--- src/core/bcc_err_pkg.sv ---
package bcc_err_pkg;
  // register indices on the local configuration port
  localparam logic [7:0] equalizer_error_threshold_off = 8'h43;
  localparam logic [7:0] control_channel_error_ctrl_off = 8'h46;
  localparam logic [7:0] port_select_off = 8'h4c;
  // reset values
  localparam logic [7:0] threshold_reset = 8'h01;
  localparam logic [7:0] error_ctrl_reset = 8'h20;
  localparam logic [7:0] port_select_reset = 8'h00;
  localparam logic [2:0] adapt_error_type_reset = 3'h7;
  // field positions in the error control register
  localparam int remote_read_ack_bit = 7;
  localparam int returned_data_bit = 6;
  localparam int enhanced_check_bit = 5;
  localparam int inject_hi = 4;
  localparam int inject_lo = 3;
  localparam int byte_sel_hi = 2;
  localparam int byte_sel_lo = 0;
  // number of receive ports and forward bytes eligible for injection
  localparam int num_ports = 4;
  localparam logic [3:0] first_bytes = 4'h8;
  // half relock period in clock cycles, default for error window
  localparam int relock_half_cycles = 1000;

  typedef enum logic [1:0] {
    inject_none,
    inject_crc_sel,
    inject_crc_next,
    inject_data_sel
  } inject_kind_e;

  // register write/read request from the local configuration port
  typedef struct packed {
    logic wr;
    logic rd;
    logic [7:0] addr;
    logic [7:0] wdata;
  } reg_req_s;

  // per-port forward channel byte/frame event stream
  typedef struct packed {
    logic byte_sent;
    logic frame_end;
  } fwd_evt_s;

  // link error events counted during adaptation
  typedef struct packed {
    logic clk_err;
    logic seq_err;
    logic parity_err;
  } link_err_s;
endpackage

--- src/core/bcc_err_ctrl.sv ---
// What this block does
// RULE1 - per-port 8-bit equalizer threshold, resets to one
// RULE2 - host never writes zero threshold
// RULE3 - port select chooses which copy is accessed
// RULE4 - bit7 gives local ack at remote read
// RULE5 - host leaves bit7 clear for old partners
// RULE6 - bit6 checks data returned during ack
// RULE7 - detected returned-data error turns ack into nack
// RULE8 - host keeps bit6 clear for old partners
// RULE9 - bit5 default on, enhanced checks abort transaction
// RULE10 - two-bit field picks crc, next-crc or data error
// RULE11 - one programming gives exactly one error
// RULE12 - three-bit field picks among first eight bytes
// RULE13 - count errors half relock period, compare threshold
// RULE14 - type select picks clock, sequence, parity errors
// RULE15 - each port's settings independent of others
module bcc_err_ctrl (
  input wire logic i_sys_clk,
  input wire logic i_reset_n,
  input wire bcc_err_pkg::reg_req_s i_req,
  input wire logic [2:0] i_adapt_error_type_select,
  input wire logic [3:0] i_remote_read_start,
  input wire logic [3:0] i_remote_ack,
  input wire logic [3:0] i_returned_data_bad,
  input wire logic [3:0] i_enh_error_seen,
  input wire bcc_err_pkg::fwd_evt_s [3:0] i_fwd_evt,
  input wire bcc_err_pkg::link_err_s [3:0] i_link_err,
  input wire logic [3:0] i_adapt_active,
  output logic [7:0] o_rdata,
  output logic [3:0] o_local_ack,
  output logic [3:0] o_local_nack,
  output logic [3:0] o_abort_transaction,
  output logic [3:0] o_force_crc_err,
  output logic [3:0] o_force_data_err,
  output logic [3:0] o_raise_equalizer
);
  // number of receive ports, each with its own copy of the settings
  localparam int np = bcc_err_pkg::num_ports;

  // how the block is organised:
  // - one shared port select decides which port copy the host reaches
  // - every port owns threshold, control, injection and window state
  // - all event outputs are registered one-cycle pulses
  // - read data is registered and holds until the next read
  //
  // the host side is a simple request struct; one request per cycle
  // is taken and back to back requests are allowed
  //
  // the far side delivers per-port pulses: read start, remote ack,
  // enhanced-check errors, forward byte and frame events, link errors
  //
  // limitation: the threshold is not guarded against zero; the host
  // is trusted to keep it at one or above
  //
  // limitation: only the first eight forward bytes of a frame can
  // carry an injected error; later bytes saturate the byte counter
  //
  // trade-off: the adaptation window length is a package constant
  // rather than a register, so the relock timer is not modelled

  // shared port select and read data
  logic [7:0] port_sel_q, port_sel_d;
  logic [7:0] rdata_q, rdata_d;
  // per-port state arrays
  logic [7:0] thold_q [np];
  logic [7:0] thold_d [np];
  logic [7:0] ectl_q [np];
  logic [7:0] ectl_d [np];
  logic inj_armed_q [np];          // one pending injection per write
  logic inj_armed_d [np];
  logic [3:0] byte_cnt_q [np];     // forward bytes since frame start
  logic [3:0] byte_cnt_d [np];
  logic inj_next_q [np];           // crc at the next frame end
  logic inj_next_d [np];
  logic [15:0] win_q [np];         // half relock window counter
  logic [15:0] win_d [np];
  logic [8:0] errs_q [np];         // saturating error count
  logic [8:0] errs_d [np];
  logic [3:0] ack_q, ack_d, nack_q, nack_d, abort_q, abort_d;
  logic [3:0] crc_q, crc_d, dat_q, dat_d, raise_q, raise_d;

  // port index taken from the low bits of the shared port select;
  // upper select bits are stored and read back but never decoded
  logic [1:0] sel_idx;
  assign sel_idx = port_sel_q[1:0];

  // next state of configuration, injection and adaptation counters
  //
  // per port the order inside the loop matters:
  // - register writes come first
  // - acknowledge, nack and abort pulses follow the stored control
  // - injection compares the byte count against the stored select
  // - adaptation counts errors over one window, then compares
  //
  // hazard: a control write landing in the same cycle as a matching
  // forward byte must not be swallowed by that byte; the fresh
  // programming wins and arms a new injection for a later byte
  //
  // hazard: the stored control (not the incoming write) decides the
  // response pulses, so a write takes effect one cycle later
  always_comb begin
    logic hit;
    logic wr_ctl;
    logic [1:0] kind;
    logic [2:0] cnt_inc;
    hit = 1'b0;
    wr_ctl = 1'b0;
    kind = 2'h0;
    cnt_inc = 3'h0;
    port_sel_d = port_sel_q;
    rdata_d = rdata_q;
    ack_d = '0;
    nack_d = '0;
    abort_d = '0;
    crc_d = '0;
    dat_d = '0;
    raise_d = '0;
    if (i_req.wr && i_req.addr == bcc_err_pkg::port_select_off) begin
      port_sel_d = i_req.wdata;
    end
    // read decode for the selected port copy
    if (i_req.rd) begin
      // RULE3 selected copy read
      if (i_req.addr == bcc_err_pkg::equalizer_error_threshold_off) begin
        rdata_d = thold_q[sel_idx];
      end else if (i_req.addr ==
                   bcc_err_pkg::control_channel_error_ctrl_off) begin
        rdata_d = ectl_q[sel_idx];
      end else if (i_req.addr == bcc_err_pkg::port_select_off) begin
        rdata_d = port_sel_q;
      end else begin
        rdata_d = 8'h00;
      end
    end
    for (int p = 0; p < np; p++) begin
      thold_d[p] = thold_q[p];
      ectl_d[p] = ectl_q[p];
      inj_armed_d[p] = inj_armed_q[p];
      byte_cnt_d[p] = byte_cnt_q[p];
      inj_next_d[p] = inj_next_q[p];
      win_d[p] = win_q[p];
      errs_d[p] = errs_q[p];
      // RULE15 only selected port written
      hit = i_req.wr && (sel_idx == p[1:0]);
      // control write to this port copy; it wins over a byte match
      wr_ctl = hit &&
               i_req.addr == bcc_err_pkg::control_channel_error_ctrl_off;
      // RULE1 threshold storage
      if (hit && i_req.addr == bcc_err_pkg::equalizer_error_threshold_off)
      begin
        thold_d[p] = i_req.wdata;
      end
      if (hit && i_req.addr == bcc_err_pkg::control_channel_error_ctrl_off)
      begin
        ectl_d[p] = i_req.wdata;
        // RULE11 arm single injection
        inj_armed_d[p] = (i_req.wdata[bcc_err_pkg::inject_hi:
                                       bcc_err_pkg::inject_lo] != 2'h0);
      end
      // RULE4 local ack at remote read start
      ack_d[p] = i_remote_read_start[p] &&
                 ectl_q[p][bcc_err_pkg::remote_read_ack_bit];
      // RULE6 returned data check
      if (i_remote_ack[p]) begin
        // RULE7 ack becomes nack on error
        if (ectl_q[p][bcc_err_pkg::returned_data_bit] &&
            i_returned_data_bad[p]) begin
          nack_d[p] = 1'b1;
        end else begin
          ack_d[p] = 1'b1;
        end
      end
      // RULE9 enhanced errors abort transaction
      abort_d[p] = i_enh_error_seen[p] &&
                   ectl_q[p][bcc_err_pkg::enhanced_check_bit];
      // forward byte counting; frame end restarts the count
      kind = ectl_q[p][bcc_err_pkg::inject_hi:bcc_err_pkg::inject_lo];
      if (i_fwd_evt[p].frame_end) begin
        byte_cnt_d[p] = 4'h0;
        if (inj_next_q[p]) begin
          inj_next_d[p] = 1'b0;
          crc_d[p] = 1'b1;
        end
      end else if (i_fwd_evt[p].byte_sent) begin
        if (byte_cnt_q[p] != bcc_err_pkg::first_bytes) begin
          byte_cnt_d[p] = byte_cnt_q[p] + 4'h1;
        end
        // RULE12 match selected byte
        // a new programming in this cycle keeps its own arming
        if (inj_armed_q[p] && !wr_ctl && byte_cnt_q[p] == {1'b0, ectl_q[p][
            bcc_err_pkg::byte_sel_hi:bcc_err_pkg::byte_sel_lo]}) begin
          inj_armed_d[p] = 1'b0;
          // RULE10 error kind decode
          case (bcc_err_pkg::inject_kind_e'(kind))
            bcc_err_pkg::inject_crc_sel: crc_d[p] = 1'b1;
            bcc_err_pkg::inject_crc_next: inj_next_d[p] = 1'b1;
            bcc_err_pkg::inject_data_sel: dat_d[p] = 1'b1;
            default: inj_armed_d[p] = 1'b0;
          endcase
        end
      end
      // RULE13 half relock window counting
      if (!i_adapt_active[p]) begin
        win_d[p] = 16'h0;
        errs_d[p] = 9'h0;
      end else if (win_q[p] == 16'(bcc_err_pkg::relock_half_cycles - 1))
      begin
        win_d[p] = 16'h0;
        errs_d[p] = 9'h0;
        raise_d[p] = (errs_q[p] > {1'b0, thold_q[p]});
      end else begin
        win_d[p] = win_q[p] + 16'h1;
        // RULE14 error type selection
        cnt_inc = {2'h0, i_link_err[p].clk_err &
                         i_adapt_error_type_select[2]}
                + {2'h0, i_link_err[p].seq_err &
                         i_adapt_error_type_select[1]}
                + {2'h0, i_link_err[p].parity_err &
                         i_adapt_error_type_select[0]};
        if (errs_q[p] < 9'h1f0) begin
          errs_d[p] = errs_q[p] + {6'h0, cnt_inc};
        end
      end
    end
  end

  // registers only
  //
  // every register runs on every edge; the reset branch loads
  // constants only, so reset release stays clean
  //
  // after reset every port holds threshold one and the enhanced
  // check enabled, with no injection armed and no window running
  //
  // trade-off: outputs are registered, costing one cycle of latency
  // but giving glitch-free pulses to the link logic
  always_ff @(posedge i_sys_clk or negedge i_reset_n) begin
    if (!i_reset_n) begin
      port_sel_q <= bcc_err_pkg::port_select_reset;
      rdata_q <= 8'h00;
      ack_q <= 4'h0;
      nack_q <= 4'h0;
      abort_q <= 4'h0;
      crc_q <= 4'h0;
      dat_q <= 4'h0;
      raise_q <= 4'h0;
      for (int p = 0; p < np; p++) begin
        thold_q[p] <= bcc_err_pkg::threshold_reset;
        ectl_q[p] <= bcc_err_pkg::error_ctrl_reset;
        inj_armed_q[p] <= 1'b0;
        byte_cnt_q[p] <= 4'h0;
        inj_next_q[p] <= 1'b0;
        win_q[p] <= 16'h0;
        errs_q[p] <= 9'h0;
      end
    end else begin
      port_sel_q <= port_sel_d;
      rdata_q <= rdata_d;
      ack_q <= ack_d;
      nack_q <= nack_d;
      abort_q <= abort_d;
      crc_q <= crc_d;
      dat_q <= dat_d;
      raise_q <= raise_d;
      for (int p = 0; p < np; p++) begin
        thold_q[p] <= thold_d[p];
        ectl_q[p] <= ectl_d[p];
        inj_armed_q[p] <= inj_armed_d[p];
        byte_cnt_q[p] <= byte_cnt_d[p];
        inj_next_q[p] <= inj_next_d[p];
        win_q[p] <= win_d[p];
        errs_q[p] <= errs_d[p];
      end
    end
  end

  // outputs straight from flip-flops
  // read data holds until the next read request
  // each event output is a single-cycle pulse per port
  assign o_rdata = rdata_q;
  assign o_local_ack = ack_q;
  assign o_local_nack = nack_q;
  assign o_abort_transaction = abort_q;
  assign o_force_crc_err = crc_q;
  assign o_force_data_err = dat_q;
  assign o_raise_equalizer = raise_q;
endmodule

--- config.mk ---
export PLATFORM = sky130hd
export DESIGN_NAME = bcc_err_ctrl
export DESIGN_NICKNAME = d
export VERILOG_FILES = /design/src/core/bcc_err_pkg.sv /design/src/core/bcc_err_ctrl.sv
export SDC_FILE = /design/constraint.sdc
export NUM_CORES = 1
export LEC_CHECK = 0
export BUFFER_PORTS_ARGS = -buffer_cell sky130_fd_sc_hd__buf_4
export CORE_ASPECT_RATIO = 0.5
export CORE_MARGIN = 1
export CORE_UTILIZATION = 49
export CTS_BUF_LIST = sky130_fd_sc_hd__clkbuf_16
export DETAILED_ROUTE_END_ITERATION = 6
export PLACE_DENSITY_LB_ADDON = 0.05
export SETUP_SLACK_MARGIN = 0.15
export SYNTH_ARGS = -nofsm -noshare
export SYNTH_HDL_FRONTEND = slang
export SYNTH_SLANG_ARGS = --single-unit
--- constraint.sdc ---
create_clock -name i_sys_clk -period 2.14 [get_ports i_sys_clk]
set_input_delay 0.321 -clock i_sys_clk [delete_from_list [all_inputs] [get_ports i_sys_clk]]
set_output_delay 0.321 -clock i_sys_clk [all_outputs]
set_load 0.005 [all_outputs]
==> qor.txt <==
Fin nets -> 1342
Largest net degree at the start of global routing -> 65
Maximum vdd drop -> 0.4056 mV
Max Freq -> 0.4613 GHz
Cell area after synthesis -> 11820 um^2
Kind of critical path -> reg2reg
WP data required -> 2.59 ns
Worst-path cell chain -> fa_1, ha_2, inv_2, fa_2, and3b_2, nand4_1, xor2_1, nor2_1
M1 wire length -> 13870 um
WP data arrival -> 2.62 ns
EDFF count, synth -> 0
Via Count -> 8615
Worst hold slack -> 0.01680 ns
RSZ-0062 raised after global routing -> true
Initial antenna violation count -> 0
Syn. warnings -> 0
Initial Utilization -> 50.90%
Clock slew at reported path FFs -> 0.07 ns
Mapped Avg Cell Area -> 10.86 um^2
Core box area -> 23230 um^2
Largest area contributor in the netlist -> dfrtp_1
Leak -> 6.330 nW
Overall routing resource usage -> 22.57%
Worst hold path depth -> 2
CTS tree -> done
Die Width -> 221.7 um
Num ports -> 95
Max Cap Viol -> 0
Post-route DRC violation count -> 0
Failing checks -> negative setup slack
Overflow after GRT -> 0
Top Metal Used -> met4
Rows -> 39
Final WL -> 27080 um
Sequential share of the synthesized area -> 48.34%
Max-slew violations -> 0
Clk sinks -> 228
Die H -> 111.8 um
CTS Buffer Depth -> 3
Post-Syn Instances -> 1089
Detail Route Antenna Nets -> 0
Root Buffer -> clkbuf_16
Synth Net Count -> 1212
Ranking of synthesized cells by area -> dfrtp_1, mux2_2, ha_1
Critical Path End Type -> flip-flop
Routed length on met2 -> 11810 um
Pre-CTS WS -> -0.2642 ns
Setup ws final -> -0.02756 ns
Final setup viols -> 4
Metal3 WL -> 1108 um
Yosys cell types -> 63
Final min period -> 2.168 ns
Synth Flop Type -> dfrtp_1
Ratio of cells with drive above 1 in the final layout -> 24.53%
Dpl hpwl -> 19600 um
Global-route wire length before repair -> 44730 um
Worst Tran Pin Value -> 0.4904 ns
Full die area -> 24790 um^2
Startpoint Class -> flip-flop
Final period util -> 101.3%
Finished Cell Area -> 14010 um^2
Normalized max-slew margin -> 67.21%
Critical path peak fanout -> 2
Worst-Skew Late Latency -> 0.52 ns
CTS Buf Count -> 22
Hold Vio Cnt, Final -> 0
Register bit total from synthesis -> 228
Status -> finished with violations
Initial drt markers -> 590
Power density over the cells -> 667.7 nW/um^2
Hold Crit Class -> in2reg
Vias in the first global route -> 8438
Syn-to-layout area delta -> 18.51%
Yosys top cell area share -> 46.57%
Cell Area, Placed -> 13160 um^2
Setup Skew -> 0.008447 ns
Asr flop ratio synth -> 100.0%
Tot Pwr -> 9.356 mW
Wire length per cell -> 17.55 um
H-tree levels -> 1
Routability cong. -> 0.8534
Reg2Reg Depth -> 8
Max stage delay cell, worst path -> fa_1
Port bufs -> 94
Pre-antenna DRT Iters -> 5
Peak per-stage delay on the critical path -> 0.53 ns
Via density -> 5.583
layout make-up:
type,count,area (um^2)
Timing Repair Buffer,140,1127
Inverter,85,319.1
Multi-Input combinational cell,742,5763
Tap cell,307,384.1
Clock inverter,17,122.6
Sequential cell,228,5717
Clock buffer,23,575.6
Fill cell,1962,9216
Antenna cell,1,2.502
cell usage after synthesis (30+ instances only):
cell type / n
xor2_1: 34
nor2_1: 105
nand2_1: 49
nand3_1: 54
dfrtp_1: 220
mux2_2: 70
xnor2_1: 49
inv_1: 85
nand4_1: 32
a21oi_1: 30
ha_1: 52
path summary, 6_finish.rpt:
kind                                  end  slack [ns]         start
hold reg to reg                 win_q[32]        0.46     win_q[32]
max in group asynchronous      thold_q[0]        1.06     i_reset_n
hold / removal             byte_cnt_q[13]        0.02  i_fwd_evt[0]
setup / recovery               errs_q[15]       -0.03     errs_q[9]
min in group asynchronous   byte_cnt_q[9]        0.33     i_reset_n
setup reg to reg               errs_q[15]       -0.03     errs_q[9]
stage by stage:
step                      setup TNS [ns]  util, %  cells
final                           -0.06746    60.32   1543
after global routing              -1.002    60.31   1542
after CTS                       -0.04253    59.88   1539
after detailed placement          -2.480    56.65   1496
after global placement            -1.948    56.65   1496
after floorplan                  -0.1097        -   1089
worst max-delay path, delay by kind of cell (launching register included):
family | cells | cell delay [ns]
xor+xnor | 1 | 0.16
buf+inv | 1 | 0.04
flops | 1 | 0.40
simple gates | 3 | 0.45
fa+ha+maj | 3 | 1.06
cells in the final DEF, fill, tap and decap left out, drive strengths merged, types with 7 or more instances in the layout:
master	synthesis	final
nand4	32	32
xnor2	49	49
nor3	13	13
o31ai	12	12
inv	85	90
nand2	49	49
ha	52	52
o221ai	7	7
xor2	34	34
nor4	18	18
nor2	106	106
mux4	16	16
buf	13	137
fa	8	8
a22oi	7	7
o21ai	20	20
dfrtp	220	220
or4	7	7
a21oi	30	30
nor2b	11	11
and3	22	22
nand3	55	55
and4b	7	7
clkbuf	21	23
a31oi	12	12
mux2	70	70
and4	8	8
and2	22	22
a211oi	9	9
dfstp	8	8
clkinv	0	10
power breakdown:
part,internal [mW],total (mW),switching [mW]
registers,4.42,4.54,0.125
clock network,2.18,3.86,1.69
logic,0.455,0.949,0.494
total,7.05,9.36,2.30
routing by layer:
metal	up-vias	global-route usage [%]
met5	-	0
met4	0	3.426
met1	4313	35.03
met2	126	33.54
met3	26	3.906
li1	4150	-
sequential cells by signal, indices dropped and copies added, names as in the netlist, 8 cells and up:
register,count
o_rdata,8
thold_q,32
errs_q,36
port_sel_q,8
win_q,64
ectl_q,32
byte_cnt_q,16
timing repair:
| item | 4_1_cts | 5_1_grt |
|---|---|---|
| pin swaps | 18 | 9 |
| gates resized for setup | 5 | 13 |
| setup endpoints to repair | 15 | 25 |
| hold endpoints to repair | 59 | 0 |
| buffers inserted | 0 | 3 |
| hold buffers | 3 | 0 |
kinds of logic after synthesis:
group	after synthesis	share of synthesized area (%)
AOI/OAI and AO/OA	128	7.324
adders and majority gates	60	6.858
xor gates and xnor gates	83	6.149
DFF	228	48.34
and+or+nand+nor	380	17.21
muxes	91	10.14
buffers and inverters	119	3.979
(Power assumes the default switching activity.)
